--- src/pkg/iqp_pkg.sv ---
// Constants and carrier types for the phase, oscillator offset and auto-sync register bank
package iqp_pkg;

   // ****************************************************************
   // Register indices (byte address is four times the index)
   // ****************************************************************
   localparam logic [7:0] IQP_IDX_CD_GAIN_A   = 8'h0e; // Staged C gain
   localparam logic [7:0] IQP_IDX_CD_GAIN_B   = 8'h0f; // Staged D gain
   localparam logic [7:0] IQP_IDX_CD_PHASE    = 8'h11; // CD phase correction
   localparam logic [7:0] IQP_IDX_AB_OFFSET   = 8'h12; // AB oscillator phase offset
   localparam logic [7:0] IQP_IDX_CD_OFFSET   = 8'h13; // CD oscillator phase offset
   localparam logic [7:0] IQP_IDX_AB_FREQ_LO  = 8'h14; // AB frequency word, low half
   localparam logic [7:0] IQP_IDX_AB_FREQ_HI  = 8'h15; // AB frequency word, high half
   localparam logic [7:0] IQP_IDX_CD_FREQ_LO  = 8'h16; // CD frequency word, low half
   localparam logic [7:0] IQP_IDX_CD_FREQ_HI  = 8'h17; // CD frequency word, high half
   localparam logic [7:0] IQP_IDX_CORR_SYNC   = 8'h1e; // Correction auto-sync enable
   localparam logic [7:0] IQP_IDX_MIX_SYNC    = 8'h1f; // Mixer auto-sync enable

   // ****************************************************************
   // Field layout
   // ****************************************************************
   localparam int unsigned IQP_ADDR_W     = 12; // APB address width
   localparam int unsigned IQP_GAIN_W     = 11; // Unsigned gain width
   localparam int unsigned IQP_GAIN_FRAC  = 10; // Gain binary point
   localparam int unsigned IQP_PHASE_W    = 12; // Signed phase correction width
   localparam int unsigned IQP_PHASE_FRAC = 12; // Phase correction binary point
   localparam int unsigned IQP_WORD_W     = 16; // Offset and half-word width
   localparam int unsigned IQP_ACC_W      = 32; // Oscillator accumulator width
   localparam int unsigned IQP_SYNC_BIT   = 0;  // Enable bit in sync registers
   localparam int unsigned IQP_FIFO_DEPTH = 16; // Sample buffer depth

   // ****************************************************************
   // Values after reset
   // ****************************************************************
   localparam logic [10:0] IQP_GAIN_RST   = 11'h400;  // Unity gain
   localparam logic [11:0] IQP_PHASE_RST  = 12'h000;  // No phase correction
   localparam logic [15:0] IQP_WORD_RST   = 16'h0000; // Offsets and frequency halves
   localparam logic        IQP_SYNC_RST   = 1'b0;     // Auto-sync disabled

   // ****************************************************************
   // Carrier types
   // ****************************************************************
   typedef struct packed {
      logic signed [15:0] c; // C-channel sample
      logic signed [15:0] d; // D-channel sample
   } iqp_sample_t;

   typedef struct packed {
      logic signed [15:0] sin_v; // Sine value
      logic signed [15:0] cos_v; // Cosine value
   } iqp_trig_t;

endpackage

--- src/hw/iqp_bank.sv ---
// Phase correction, oscillator phase offset bank with auto-sync, sample buffer and datapath
//
// Local design decision: the APB slave port.
`timescale 1ns/1ps

// ********************************************************************
// Sample buffer
// ********************************************************************
module iqp_fifo
#(
   parameter int WIDTH = 32,                       // Word width
   parameter int DEPTH = iqp_pkg::IQP_FIFO_DEPTH   // Word count, power of two
)
(
   input  wire logic             clock_in,
   input  wire logic             rst_in,
   input  wire logic             ce_in,
   input  wire logic             in_valid_in,
   input  wire logic [WIDTH-1:0] in_data_in,
   output      logic             in_ready_out,
   output      logic             out_valid_out,
   output      logic [WIDTH-1:0] out_data_out,
   input  wire logic             out_ready_in
);
   localparam int AW = $clog2(DEPTH);

   logic [WIDTH-1:0] mem_reg [DEPTH];  // Storage flops
   logic [AW:0]      wr_ptr_reg;       // Write pointer with wrap bit
   logic [AW:0]      rd_ptr_reg;       // Read pointer with wrap bit
   logic             push;             // Word accepted
   logic             pop;              // Word delivered

   // Full when pointers differ by the depth, empty when equal
   assign in_ready_out  = (wr_ptr_reg - rd_ptr_reg) != (AW+1)'(DEPTH);
   assign out_valid_out = wr_ptr_reg != rd_ptr_reg;
   assign out_data_out  = mem_reg[rd_ptr_reg[AW-1:0]];
   assign push          = ce_in & in_valid_in & in_ready_out;
   assign pop           = ce_in & out_valid_out & out_ready_in;

   // Pointer update
   always_ff @(posedge clock_in or posedge rst_in)
   begin
      if (rst_in)
      begin
         wr_ptr_reg <= '0;
         rd_ptr_reg <= '0;
      end
      else
      begin
         if (push)
         begin
            wr_ptr_reg <= wr_ptr_reg + 1'b1;
         end
         if (pop)
         begin
            rd_ptr_reg <= rd_ptr_reg + 1'b1;
         end
      end
   end

   // Storage write
   always_ff @(posedge clock_in)
   begin
      if (push)
      begin
         mem_reg[wr_ptr_reg[AW-1:0]] <= in_data_in;
      end
   end
endmodule

// ********************************************************************
// Register bank and datapath
// ********************************************************************
// Operation
// (RULE1) Phase correction is 12-bit signed fraction
// (RULE2) C gains D times active phase correction
// (RULE3) Phase correction resets to zero
// (RULE4) CD phase write syncs gain and phase
// (RULE5) Gain writes alone leave active correction
// (RULE6) Offset added to accumulator upper sixteen bits
// (RULE7) Sixteen-bit sum indexes sine cosine table
// (RULE8) AB offset write syncs AB mixer
// (RULE9) AB frequency writes alone leave mixer
// (RULE10) CD offset write syncs CD mixer
// (RULE11) CD frequency writes alone leave mixer
// (RULE12) Frequency word is signed accumulator step
// (RULE13) Separate staged and active copies kept
module iqp_bank
(
   input  wire logic                  clock_in,        // Converter clock
   input  wire logic                  rst_in,          // Async reset, active high
   input  wire logic                  ce_in,           // Clock enable
   input  wire logic                  psel_in,         // APB select
   input  wire logic                  penable_in,      // APB enable
   input  wire logic                  pwrite_in,       // APB direction
   input  wire logic [11:0]           paddr_in,        // APB byte address
   input  wire logic [31:0]           pwdata_in,       // APB write data
   output      logic [31:0]           prdata_out,      // APB read data
   output      logic                  pready_out,      // APB ready
   output      logic                  pslverr_out,     // APB error
   input  wire logic                  samp_valid_in,   // Sample offered
   input  wire iqp_pkg::iqp_sample_t  samp_in,         // C and D sample
   output      logic                  samp_ready_out,  // Buffer has room
   output      logic                  corr_valid_out,  // Corrected sample held
   output      iqp_pkg::iqp_sample_t  corr_out,        // Corrected sample
   input  wire logic                  corr_ready_in,   // Sink takes sample
   output      logic [15:0]           ab_index_out,    // AB table index
   output      logic [15:0]           cd_index_out,    // CD table index
   output      iqp_pkg::iqp_trig_t    ab_trig_out,     // AB sine and cosine
   output      iqp_pkg::iqp_trig_t    cd_trig_out      // CD sine and cosine
);
   // ****************************************************************
   // Functions
   // ****************************************************************
   // Byte address match for a register index
   function automatic logic addr_hit(input logic [11:0] a, input logic [7:0] idx);
      return a == {2'b00, idx, 2'b00};
   endfunction

   // Clamp to the 16-bit sample range
   function automatic logic signed [15:0] sat16(input logic signed [29:0] v);
      if (v > 30'sh0000_7fff)
         return 16'sh7fff;
      else if (v < 30'sh3fff_8000)
         return 16'sh8000;
      else
         return v[15:0];
   endfunction

   // Quarter-wave sine of the first quadrant, 16 steps
   function automatic logic [15:0] quarter(input logic [3:0] k);
      case (k)
         4'h0: return 16'h0648;
         4'h1: return 16'h12c8;
         4'h2: return 16'h1f1a;
         4'h3: return 16'h2b1f;
         4'h4: return 16'h36ba;
         4'h5: return 16'h41ce;
         4'h6: return 16'h4c3f;
         4'h7: return 16'h55f5;
         4'h8: return 16'h5ed7;
         4'h9: return 16'h66cf;
         4'ha: return 16'h6dc9;
         4'hb: return 16'h73b5;
         4'hc: return 16'h7884;
         4'hd: return 16'h7c29;
         4'he: return 16'h7e9c;
         default: return 16'h7fd8;
      endcase
   endfunction

   // Full-circle sine from a 16-bit phase index
   function automatic logic [15:0] sine(input logic [15:0] idx);
      logic [15:0] mag;
      mag = quarter(idx[14] ? ~idx[13:10] : idx[13:10]);
      return idx[15] ? 16'(-mag) : mag;
   endfunction

   // ****************************************************************
   // Register state
   // ****************************************************************
   logic [10:0] stg_gain_c_reg;   // Staged C gain
   logic [10:0] stg_gain_d_reg;   // Staged D gain
   logic [11:0] stg_phase_reg;    // Staged phase correction
   logic [15:0] stg_ab_off_reg;   // Staged AB offset
   logic [15:0] stg_cd_off_reg;   // Staged CD offset
   logic [15:0] stg_ab_lo_reg;    // Staged AB frequency low
   logic [15:0] stg_ab_hi_reg;    // Staged AB frequency high
   logic [15:0] stg_cd_lo_reg;    // Staged CD frequency low
   logic [15:0] stg_cd_hi_reg;    // Staged CD frequency high
   logic        corr_sync_reg;    // Correction auto-sync enable
   logic        mix_sync_reg;     // Mixer auto-sync enable
   logic [10:0] act_gain_c_reg;   // Active C gain
   logic [10:0] act_gain_d_reg;   // Active D gain
   logic [11:0] act_phase_reg;    // Active phase correction
   logic [15:0] act_ab_off_reg;   // Active AB offset
   logic [31:0] act_ab_freq_reg;  // Active AB frequency word
   logic [15:0] act_cd_off_reg;   // Active CD offset
   logic [31:0] act_cd_freq_reg;  // Active CD frequency word
   logic [31:0] ab_acc_reg;       // AB accumulator
   logic [31:0] cd_acc_reg;       // CD accumulator
   logic [31:0] prdata_reg;       // Read data captured in setup
   logic        pslverr_reg;      // Unmapped flag captured in setup

   logic        wr_en;            // Write completes this edge
   logic        setup;            // APB setup cycle
   logic [15:0] wd;               // Write data low half

   assign setup       = ce_in & psel_in & ~penable_in;
   assign wr_en       = ce_in & psel_in & penable_in & pwrite_in;
   assign wd          = pwdata_in[15:0];
   assign pready_out  = ce_in;
   assign prdata_out  = prdata_reg;
   assign pslverr_out = psel_in & penable_in & pslverr_reg;

   // ****************************************************************
   // Staged correction registers
   // ****************************************************************
   always_ff @(posedge clock_in or posedge rst_in)
   begin
      if (rst_in)
      begin
         stg_gain_c_reg <= iqp_pkg::IQP_GAIN_RST;
         stg_gain_d_reg <= iqp_pkg::IQP_GAIN_RST;
         stg_phase_reg  <= iqp_pkg::IQP_PHASE_RST; // RULE3
      end
      else if (wr_en)
      begin
         if (addr_hit(paddr_in, iqp_pkg::IQP_IDX_CD_GAIN_A))
         begin
            stg_gain_c_reg <= wd[10:0]; // RULE13
         end
         else if (addr_hit(paddr_in, iqp_pkg::IQP_IDX_CD_GAIN_B))
         begin
            stg_gain_d_reg <= wd[10:0]; // RULE13
         end
         else if (addr_hit(paddr_in, iqp_pkg::IQP_IDX_CD_PHASE))
         begin
            stg_phase_reg <= wd[11:0]; // RULE1
         end
      end
   end

   // ****************************************************************
   // Staged mixer registers
   // ****************************************************************
   always_ff @(posedge clock_in or posedge rst_in)
   begin
      if (rst_in)
      begin
         stg_ab_off_reg <= iqp_pkg::IQP_WORD_RST;
         stg_cd_off_reg <= iqp_pkg::IQP_WORD_RST;
         stg_ab_lo_reg  <= iqp_pkg::IQP_WORD_RST;
         stg_ab_hi_reg  <= iqp_pkg::IQP_WORD_RST;
         stg_cd_lo_reg  <= iqp_pkg::IQP_WORD_RST;
         stg_cd_hi_reg  <= iqp_pkg::IQP_WORD_RST;
      end
      else if (wr_en)
      begin
         if (addr_hit(paddr_in, iqp_pkg::IQP_IDX_AB_OFFSET))
            stg_ab_off_reg <= wd;
         else if (addr_hit(paddr_in, iqp_pkg::IQP_IDX_CD_OFFSET))
            stg_cd_off_reg <= wd;
         else if (addr_hit(paddr_in, iqp_pkg::IQP_IDX_AB_FREQ_LO))
            stg_ab_lo_reg <= wd; // RULE13
         else if (addr_hit(paddr_in, iqp_pkg::IQP_IDX_AB_FREQ_HI))
            stg_ab_hi_reg <= wd; // RULE13
         else if (addr_hit(paddr_in, iqp_pkg::IQP_IDX_CD_FREQ_LO))
            stg_cd_lo_reg <= wd; // RULE13
         else if (addr_hit(paddr_in, iqp_pkg::IQP_IDX_CD_FREQ_HI))
            stg_cd_hi_reg <= wd; // RULE13
      end
   end

   // ****************************************************************
   // Auto-sync enables
   // ****************************************************************
   always_ff @(posedge clock_in or posedge rst_in)
   begin
      if (rst_in)
      begin
         corr_sync_reg <= iqp_pkg::IQP_SYNC_RST;
         mix_sync_reg  <= iqp_pkg::IQP_SYNC_RST;
      end
      else if (wr_en)
      begin
         if (addr_hit(paddr_in, iqp_pkg::IQP_IDX_CORR_SYNC))
            corr_sync_reg <= pwdata_in[iqp_pkg::IQP_SYNC_BIT];
         else if (addr_hit(paddr_in, iqp_pkg::IQP_IDX_MIX_SYNC))
            mix_sync_reg <= pwdata_in[iqp_pkg::IQP_SYNC_BIT];
      end
   end

   // ****************************************************************
   // Active correction, loaded only by the phase write
   // ****************************************************************
   always_ff @(posedge clock_in or posedge rst_in)
   begin
      if (rst_in)
      begin
         act_gain_c_reg <= iqp_pkg::IQP_GAIN_RST;
         act_gain_d_reg <= iqp_pkg::IQP_GAIN_RST;
         act_phase_reg  <= iqp_pkg::IQP_PHASE_RST; // RULE3
      end
      else if (wr_en & corr_sync_reg & addr_hit(paddr_in, iqp_pkg::IQP_IDX_CD_PHASE))
      begin
         // Gains written earlier join the new phase; gain writes alone do nothing
         act_gain_c_reg <= stg_gain_c_reg; // RULE4 RULE5
         act_gain_d_reg <= stg_gain_d_reg; // RULE4 RULE5
         act_phase_reg  <= wd[11:0];       // RULE4
      end
   end

   // ****************************************************************
   // Active AB mixer, loaded only by the AB offset write
   // ****************************************************************
   always_ff @(posedge clock_in or posedge rst_in)
   begin
      if (rst_in)
      begin
         act_ab_off_reg  <= iqp_pkg::IQP_WORD_RST;
         act_ab_freq_reg <= '0;
      end
      else if (wr_en & mix_sync_reg & addr_hit(paddr_in, iqp_pkg::IQP_IDX_AB_OFFSET))
      begin
         act_ab_off_reg  <= wd;                             // RULE8
         act_ab_freq_reg <= {stg_ab_hi_reg, stg_ab_lo_reg}; // RULE8 RULE9
      end
   end

   // ****************************************************************
   // Active CD mixer, loaded only by the CD offset write
   // ****************************************************************
   always_ff @(posedge clock_in or posedge rst_in)
   begin
      if (rst_in)
      begin
         act_cd_off_reg  <= iqp_pkg::IQP_WORD_RST;
         act_cd_freq_reg <= '0;
      end
      else if (wr_en & mix_sync_reg & addr_hit(paddr_in, iqp_pkg::IQP_IDX_CD_OFFSET))
      begin
         act_cd_off_reg  <= wd;                             // RULE10
         act_cd_freq_reg <= {stg_cd_hi_reg, stg_cd_lo_reg}; // RULE10 RULE11
      end
   end

   // ****************************************************************
   // APB read capture in the setup cycle
   // ****************************************************************
   always_ff @(posedge clock_in or posedge rst_in)
   begin
      if (rst_in)
      begin
         prdata_reg  <= '0;
         pslverr_reg <= 1'b0;
      end
      else if (setup)
      begin
         pslverr_reg <= 1'b0;
         // Reads return staged values, reserved bits zero
         if (addr_hit(paddr_in, iqp_pkg::IQP_IDX_CD_GAIN_A))
            prdata_reg <= {21'h000000, stg_gain_c_reg}; // RULE13
         else if (addr_hit(paddr_in, iqp_pkg::IQP_IDX_CD_GAIN_B))
            prdata_reg <= {21'h000000, stg_gain_d_reg};
         else if (addr_hit(paddr_in, iqp_pkg::IQP_IDX_CD_PHASE))
            prdata_reg <= {20'h00000, stg_phase_reg};
         else if (addr_hit(paddr_in, iqp_pkg::IQP_IDX_AB_OFFSET))
            prdata_reg <= {16'h0000, stg_ab_off_reg};
         else if (addr_hit(paddr_in, iqp_pkg::IQP_IDX_CD_OFFSET))
            prdata_reg <= {16'h0000, stg_cd_off_reg};
         else if (addr_hit(paddr_in, iqp_pkg::IQP_IDX_AB_FREQ_LO))
            prdata_reg <= {16'h0000, stg_ab_lo_reg};
         else if (addr_hit(paddr_in, iqp_pkg::IQP_IDX_AB_FREQ_HI))
            prdata_reg <= {16'h0000, stg_ab_hi_reg};
         else if (addr_hit(paddr_in, iqp_pkg::IQP_IDX_CD_FREQ_LO))
            prdata_reg <= {16'h0000, stg_cd_lo_reg};
         else if (addr_hit(paddr_in, iqp_pkg::IQP_IDX_CD_FREQ_HI))
            prdata_reg <= {16'h0000, stg_cd_hi_reg};
         else if (addr_hit(paddr_in, iqp_pkg::IQP_IDX_CORR_SYNC))
            prdata_reg <= {31'h00000000, corr_sync_reg};
         else if (addr_hit(paddr_in, iqp_pkg::IQP_IDX_MIX_SYNC))
            prdata_reg <= {31'h00000000, mix_sync_reg};
         else
         begin
            // Unmapped: zero data and error
            prdata_reg  <= '0;
            pslverr_reg <= 1'b1;
         end
      end
   end

   // ****************************************************************
   // Oscillators
   // ****************************************************************
   logic [15:0] ab_index; // AB table index
   logic [15:0] cd_index; // CD table index

   // Offset added to the upper accumulator half, 16-bit wrap
   assign ab_index = ab_acc_reg[31:16] + act_ab_off_reg; // RULE6
   assign cd_index = cd_acc_reg[31:16] + act_cd_off_reg; // RULE6

   // Accumulators step by the signed word, wrapping modulo 2^32
   always_ff @(posedge clock_in or posedge rst_in)
   begin
      if (rst_in)
      begin
         ab_acc_reg <= '0;
         cd_acc_reg <= '0;
      end
      else if (ce_in)
      begin
         ab_acc_reg <= ab_acc_reg + act_ab_freq_reg; // RULE12
         cd_acc_reg <= cd_acc_reg + act_cd_freq_reg; // RULE12
      end
   end

   // Table lookup, quarter turn ahead for cosine
   always_ff @(posedge clock_in or posedge rst_in)
   begin
      if (rst_in)
      begin
         ab_index_out <= '0;
         cd_index_out <= '0;
         ab_trig_out  <= '0;
         cd_trig_out  <= '0;
      end
      else if (ce_in)
      begin
         ab_index_out      <= ab_index;
         cd_index_out      <= cd_index;
         ab_trig_out.sin_v <= sine(ab_index);                // RULE7
         ab_trig_out.cos_v <= sine(ab_index + 16'h4000);     // RULE7
         cd_trig_out.sin_v <= sine(cd_index);                // RULE7
         cd_trig_out.cos_v <= sine(cd_index + 16'h4000);     // RULE7
      end
   end

   // ****************************************************************
   // Sample path
   // ****************************************************************
   iqp_pkg::iqp_sample_t      fifo_data;  // Buffer head
   logic                      fifo_valid; // Buffer not empty
   logic                      take;       // Head moves to output stage
   logic signed [27:0]        c_gain;     // C times gain
   logic signed [27:0]        d_gain;     // D times gain
   logic signed [27:0]        d_phase;    // D times phase correction
   logic signed [29:0]        c_sum;      // Corrected C before clamp
   logic signed [29:0]        d_sum;      // Corrected D before clamp

   assign take = fifo_valid & (~corr_valid_out | corr_ready_in);

   iqp_fifo #(.WIDTH($bits(iqp_pkg::iqp_sample_t)), .DEPTH(iqp_pkg::IQP_FIFO_DEPTH)) u_fifo
   (
      .clock_in      (clock_in),
      .rst_in        (rst_in),
      .ce_in         (ce_in),
      .in_valid_in   (samp_valid_in),
      .in_data_in    (samp_in),
      .in_ready_out  (samp_ready_out),
      .out_valid_out (fifo_valid),
      .out_data_out  (fifo_data),
      .out_ready_in  (take)
   );

   // Gain and phase products
   always_comb
   begin
      c_gain  = fifo_data.c * $signed({1'b0, act_gain_c_reg});
      d_gain  = fifo_data.d * $signed({1'b0, act_gain_d_reg});
      d_phase = fifo_data.d * $signed(act_phase_reg);                    // RULE1 RULE2
      c_sum   = 30'(c_gain >>> iqp_pkg::IQP_GAIN_FRAC)
              + 30'(d_phase >>> iqp_pkg::IQP_PHASE_FRAC);                // RULE2
      d_sum   = 30'(d_gain >>> iqp_pkg::IQP_GAIN_FRAC);
   end

   // Output stage holds until the sink takes it
   always_ff @(posedge clock_in or posedge rst_in)
   begin
      if (rst_in)
      begin
         corr_valid_out <= 1'b0;
         corr_out       <= '0;
      end
      else if (ce_in)
      begin
         if (take)
         begin
            corr_valid_out <= 1'b1;
            corr_out.c     <= sat16(c_sum); // RULE2
            corr_out.d     <= sat16(d_sum);
         end
         else if (corr_ready_in)
         begin
            corr_valid_out <= 1'b0;
         end
      end
   end
endmodule

--- config.mk ---
export PLATFORM = sky130hd
export DESIGN_NAME = iqp_bank
export DESIGN_NICKNAME = d
export VERILOG_FILES = /design/src/pkg/iqp_pkg.sv /design/src/hw/iqp_bank.sv
export SDC_FILE = /design/constraint.sdc
export NUM_CORES = 2
export LEC_CHECK = 0
export ABC_AREA = 1
export BUFFER_PORTS_ARGS = -buffer_cell sky130_fd_sc_hd__buf_4
export CORE_ASPECT_RATIO = 1.25
export CORE_MARGIN = 2
export CORE_UTILIZATION = 35
export DETAILED_ROUTE_END_ITERATION = 10
export GPL_ROUTABILITY_DRIVEN = 0
export PLACE_DENSITY = 0.52
export SYNTH_ARGS = -nofsm -noshare
export SYNTH_HDL_FRONTEND = slang
export SYNTH_SLANG_ARGS = --single-unit
--- constraint.sdc ---
create_clock -name clock_in -period 21.1 [get_ports clock_in]
set_input_delay 2.11 -clock clock_in [delete_from_list [all_inputs] [get_ports clock_in]]
set_output_delay 2.11 -clock clock_in [all_outputs]
set_load 0.005 [all_outputs]
After elaboration in Yosys (flattened, before gate mapping) --
Memories as Yosys holds them, arrays and structs flattened. Cells that the tools add are included.
Word-level totals: register bits after elaboration 498, bits in latches 0, memory bits (writable) 512, ROM bits 960, output and inout bits 164, word-level logic and storage cells 159, memories kept 5
Memory list:
- u_fifo.mem_reg | depth 16, bits a word 32, read ports 1, clocked after memory_dff 0, write ports 1, RTL line iqp_bank.sv:27 | logic [WIDTH-1:0] mem_reg [DEPTH];
- (no name shown) | depth 16, bits a word 15, read ports 1, clocked after memory_dff 0, write ports 0, RTL line iqp_bank.sv:132 | case (k)
- (no name shown) | depth 16, bits a word 15, read ports 1, clocked after memory_dff 0, write ports 0, RTL line iqp_bank.sv:132
- (no name shown) | depth 16, bits a word 15, read ports 1, clocked after memory_dff 0, write ports 0, RTL line iqp_bank.sv:132
- (no name shown) | depth 16, bits a word 15, read ports 1, clocked after memory_dff 0, write ports 0, RTL line iqp_bank.sv:132
Operators by class: $add $sub $neg 14, multipliers 3, divide/modulo/power cells 0, magnitude comparators 4, equality and inequality tests 13, shift operators 0, multiplexer cells 42, bitwise gates (word level) 31, reduce and logical (&&, ||, !) cells 14
Operator list (number):
- $mux 16 | 21
- $eq 12x7->1 const B | 9
- $mul 16x12->28 | 3
- $add 32x32->32 | 2
- $neg 16->16 | 4
- $add 16x15->16 const B | 2
- $add 16x16->16 | 2
- $eq 12x6->1 const B | 2
- $add 18x16->19 | 1
- $gt 19x16->1 const B | 1
- $lt 19x16->1 const B | 1
- $gt 18x16->1 const B | 1
- $lt 18x16->1 const B | 1
- $mux 1 | 17
- $and 1x1->1 | 16
- $mux 4 | 4
- $not 4->4 | 4
- $add 5x1->5 const B | 2
- $not 1->1 | 10
- $reduce_and 2->1 | 5
- $reduce_and 3->1 | 3
- $reduce_and 4->1 | 2
- $reduce_and 7->1 | 1
- $reduce_and 6->1 | 1
- 6 further kinds | 6

Longest topological paths before layout --
depth after elaboration 12, gate-level depth with buffers 52, gate-level depth less buffers 47

Modules after synthesis --
Synthesis repeated with hierarchy kept, for this count alone.
Unflattened totals: cell total of the unflattened synthesis 7663, area, all modules 67986.5 µm²
Modules (own cells, without submodules):
- iqp_bank | instances 1, cells each 6051, area each 47157.7 µm²
- iqp_fifo | instances 1, cells each 1612, area each 20828.7 µm²

Worst setup path after synthesis --
No wires, ideal clock.
path type reg2reg, start point reg u_fifo.rd_ptr_reg[0], end point reg corr_out[19] (netlist name), library setup time 78 ps, arrival time 8375 ps, setup slack 12647 ps, stages on the path, launching flop included 48, clock period less this slack 8453 ps, cells stage by stage dfrtp_1 -> buf_4 -> inv_2 -> buf_6 -> buf_2 -> buf_2 -> clkbuf_1 -> o21ai_0 -> o221ai_1 -> nand3_1 -> nand2_1 -> clkbuf_1 -> nand2_1 -> fa_1 -> inv_1 -> fa_1 -> fa_1 -> fa_1 -> (+12 left out) -> nand2_1 -> nand2_1 -> nand3_1 -> nor2_1 -> nor2_1 -> xor2_1 -> ha_1 -> inv_1 -> nor3_1 -> and3_1 -> nand4_1 -> nand3_1 -> xor2_1 -> nand2_1 -> o21ai_1 -> clkbuf_1 -> nand3_1 -> a21oi_1
On the way: longest elaborated chain between the ends 6, elaborated cells between the ends (all ways) 11, classes of those cells add/sub (1); mul (2); order compare (2); eq/ne (1); mux (2); bitwise (1); reduce/logical (1); memory (1)
Ends and longest elaborated chain:
- start: declaration | RTL line iqp_bank.sv:29 | logic [AW:0] rd_ptr_reg;
- start signal: assignment | RTL line iqp_bank.sv:56 | rd_ptr_reg <= rd_ptr_reg + 1'b1;
- $mem_v2 16x32
- $mul 16x12->28, on equally long branches | RTL line iqp_bank.sv:449, iqp_bank.sv:451
- $add 18x16->19 | RTL line iqp_bank.sv:453 | + 30'(d_phase >>> iqp_pkg::IQP_PHASE_FRAC);
- $lt 19x16->1 | RTL line iqp_bank.sv:124 | else if (v < 30'sh3fff_8000)
- $mux 16 | RTL line iqp_bank.sv:124
- $mux 16 | RTL line iqp_bank.sv:122 | if (v > 30'sh0000_7fff)
- end: declaration | RTL line iqp_bank.sv:105 | output iqp_pkg::iqp_sample_t corr_out,
Several ways; a longest one is shown, not always the timed one. A chain may end at the register's enable or synchronous reset.

Final worst setup path --
start point reg u_fifo.rd_ptr_reg[0], end point reg corr_out[22] (netlist name)
The elaborated chain is that of the path after synthesis.

==> metrics.yaml <==
clocking:
  cts-root-buf: "sky130_fd_sc_hd__clkbuf_16"
  cts_inserted_buffers: 105
  level_count_of_the_clock_h_tree: 3
  cts_resized: 0
  postCtsHoldBufs: 0
  post-cts-setup-buffers: 0
  cts_tree: "yes"
  cts_buffer_depth: 3
  clkTransAtPathRegs_ns: 0.06
  insertion_delay_ns: 0.77
  cts.sinks: 994
floorplan:
  die_area_um2: 195000
  area_inside_the_core_boundary_um2: 190000
  rows: 179
  die_height_um: 493
  die_w_um: 396
  initial_core_util_pct: 35.2
  design.portCount: 248
timing:
  rsz0062_at_grt: "no"
  fin_tns_setup_ns: 0
  min_period_over_period_pct: 55.1
  period_needed_ns: 11.63
  max_clock_freq_ghz: 0.0860
  timing.max_slew.rel_slack_pct: 22.4
  finClkSkew_ns: 0.0610
  timing_worst_slew_pin_value_ns: 1.16
  hold_violations: 0
  report.final.slew_viol_count: 0
  finalSetupViolations: 0
synthesis:
  synth.lib_cells_used.distinct: 62
  syn_area_um2: 67100
  ys_warn_count: 0
  synth.yosys.seq_area_share_pct: 40.9
  avgSynthCellArea_um2: 8.97
  synth-main-ff-cell: "sky130_fd_sc_hd__edfxtp_1"
  yosys.area.top_type: "sky130_fd_sc_hd__edfxtp_1"
  netlist_top_cells_area: "sky130_fd_sc_hd__edfxtp_1, sky130_fd_sc_hd__dfrtp_1, sky130_fd_sc_hd__fa_1, sky130_fd_sc_hd__nand2_1, sky130_fd_sc_hd__inv_1"
  synth_async_reset_ratio_pct: 48.5
  syn_inst: 7475
  yosys.area.top_type_share_pct: 22.9
  synth_edf_count: 512
  ys_ff_latch: 994
global_route:
  gr-usage-met1_pct: 24.2
  grt_start_max_net_pins: 149
  gr-usage-met3_pct: 2.55
  global_route.overflow_total: 0
  busiest_layer: "met2"
  globalRouteMet2Util_pct: 35.1
  first_pass_grt_wire_length_mm: 297
  grt_antenna_before_repair: 6
  track_usage_pct: 19.6
  via_count_of_the_first_global_routing_pass: 51300
place:
  detailedPlacementHpwl_mm: 136
  total_of_buffers_placed_on_input_and_output_ports: 215
finish:
  final_layout_size_suffix_gt1_share_pct: 7.25
  layout.area.seq_um2: 27500
  multi_input_comb_area_um2: 34300
  largest_reg_flops: 512
  growth_of_design_area_from_synthesis_to_finish_pct: 11.3
  fin_nets: 8459
  filler_cell_count: 19400
critical_path:
  crit_type: "reg -> reg"
  critPathMaxFanout: 91
  worstPathRequired_ns: 21.76
  cpPeakStageDelay_ns: 0.90
  crit_path_end_kind: "register"
  worstSetupStartpointType: "register"
  data_arrival_time_at_the_worst_slack_endpoint_ns: 12.29
  critical_path.slowest_cell: "sky130_fd_sc_hd__dfrtp_4"
hold_path:
  worst_hold_path_type: "reg -> reg"
routing:
  drcViolationCount: 0
  vias_per_cell: 4.99
  wire_per_inst_um: 18.9
  dr.pass1.iters: 6
  ant_nets: 0
  routed_wl_mm: 192
  routed-via-count: 50800
  drt_iter0_drc: 3524
job:
  maxCapViolations: 0
status:
  run_status: "completed"
synthesized netlist by cell type (29+ instances only):
cell type / count
sky130_fd_sc_hd__edfxtp_1: 512
sky130_fd_sc_hd__nand4_1: 38
sky130_fd_sc_hd__inv_1: 1079
sky130_fd_sc_hd__o21ai_0: 681
sky130_fd_sc_hd__o221ai_1: 57
sky130_fd_sc_hd__buf_4: 30
sky130_fd_sc_hd__xnor2_1: 59
sky130_fd_sc_hd__a31oi_1: 33
sky130_fd_sc_hd__nor3_1: 36
sky130_fd_sc_hd__clkbuf_1: 236
sky130_fd_sc_hd__fa_1: 501
sky130_fd_sc_hd__nand3_1: 273
sky130_fd_sc_hd__xor2_1: 94
sky130_fd_sc_hd__a22o_1: 29
sky130_fd_sc_hd__nor2_1: 767
sky130_fd_sc_hd__a21oi_1: 263
sky130_fd_sc_hd__dfrtp_1: 478
sky130_fd_sc_hd__ha_1: 323
sky130_fd_sc_hd__nand2_1: 1587
sky130_fd_sc_hd__o22ai_1: 92
worst max-delay path, delay by kind of cell (launching register included):
kind            cells  cell delay [ns]
xor+xnor            2             0.32
fa+ha+maj           7             2.92
simple gates       16             2.37
flops               1             0.90
buf+inv             9             2.24
compound gates     10             2.67
final timing paths:
check	from	endpoint	slack, ns	cells after the start
setup / recovery	u_fifo.rd_ptr_reg[0]	corr_out[22]	9.47	44
hold / removal	ab_index_out[0]	ab_index_out[0]	0.48	2
setup reg to reg	u_fifo.rd_ptr_reg[0]	corr_out[22]	9.47	44
hold reg to reg	ab_index_out[0]	ab_index_out[0]	0.48	2
max in group asynchronous	rst_in	act_ab_freq_reg[22]	16.78	5
min in group asynchronous	rst_in	cd_trig_out[4]	1.51	2
stage by stage:
stage	hold WS (ns)	instances	cell area, um^2	utilization [%]	worst slack, ns
floorplan	0.446	7490	67100	-	5.55
global placement	0.457	9978	71100	37.4	9.61
detailed placement	0.465	9978	71100	37.4	9.48
CTS	0.479	10200	74600	39.2	9.43
global route	0.502	10200	74600	39.2	8.44
finish	0.479	10200	74600	39.2	9.47
metal layers:
layer	vias up	share of wire, %
met5	-	0.014
met4	4	3.6
met3	308	4.8
met2	1221	51
met1	25000	41
li1	24300	-
final cells by class:
type / count / share of cell area [%]
diodes: 1 / 0.00335
flip-flops and latches: 994 / 36.8
clock buffers: 143 / 3.86
repair buffers: 272 / 2.75
clock inverters: 53 / 0.822
well taps: 2534 / 4.25
multi-input cells: 5082 / 46.0
inverters: 1096 / 5.54
placed cells by master, fill, tap and decap left out, types with 36 or more instances in the layout:
| master | netlist | final |
|---|---|---|
| sky130_fd_sc_hd__nand4_1 | 38 | 38 |
| sky130_fd_sc_hd__o21ai_0 | 681 | 681 |
| sky130_fd_sc_hd__o221ai_1 | 57 | 57 |
| sky130_fd_sc_hd__edfxtp_1 | 512 | 512 |
| sky130_fd_sc_hd__dfrtp_1 | 478 | 475 |
| sky130_fd_sc_hd__o22ai_1 | 92 | 92 |
| sky130_fd_sc_hd__nand2_1 | 1587 | 1584 |
| sky130_fd_sc_hd__nor3_1 | 36 | 36 |
| sky130_fd_sc_hd__a21oi_1 | 263 | 263 |
| sky130_fd_sc_hd__nor2_1 | 767 | 749 |
| sky130_fd_sc_hd__fa_1 | 501 | 501 |
| sky130_fd_sc_hd__ha_1 | 323 | 323 |
| sky130_fd_sc_hd__inv_1 | 1079 | 1075 |
| sky130_fd_sc_hd__buf_4 | 30 | 271 |
| sky130_fd_sc_hd__clkbuf_16 | 0 | 106 |
| sky130_fd_sc_hd__xor2_1 | 94 | 94 |
| sky130_fd_sc_hd__xnor2_1 | 59 | 59 |
| sky130_fd_sc_hd__nand3_1 | 273 | 273 |
cell families (layout without fill, tap and decap cells):
| logic type | Yosys count | in the layout | share of synthesized area [%] |
|---|---|---|---|
| flops | 994 | 994 | 40.9 |
| buf+inv | 1414 | 1564 | 8.22 |
| compound gates | 1263 | 1263 | 10.6 |
| mux | 27 | 27 | 0.425 |
| xor+xnor | 153 | 153 | 2.00 |
| simple gates | 2799 | 2799 | 16.9 |
| fa+ha+maj | 824 | 824 | 21.0 |
| other cells | 1 | 17 | 0.00559 |
Power is left out: the tool's default activity adds up to more than one toggle a clock period on the data nets, which glitch-free logic cannot reach.
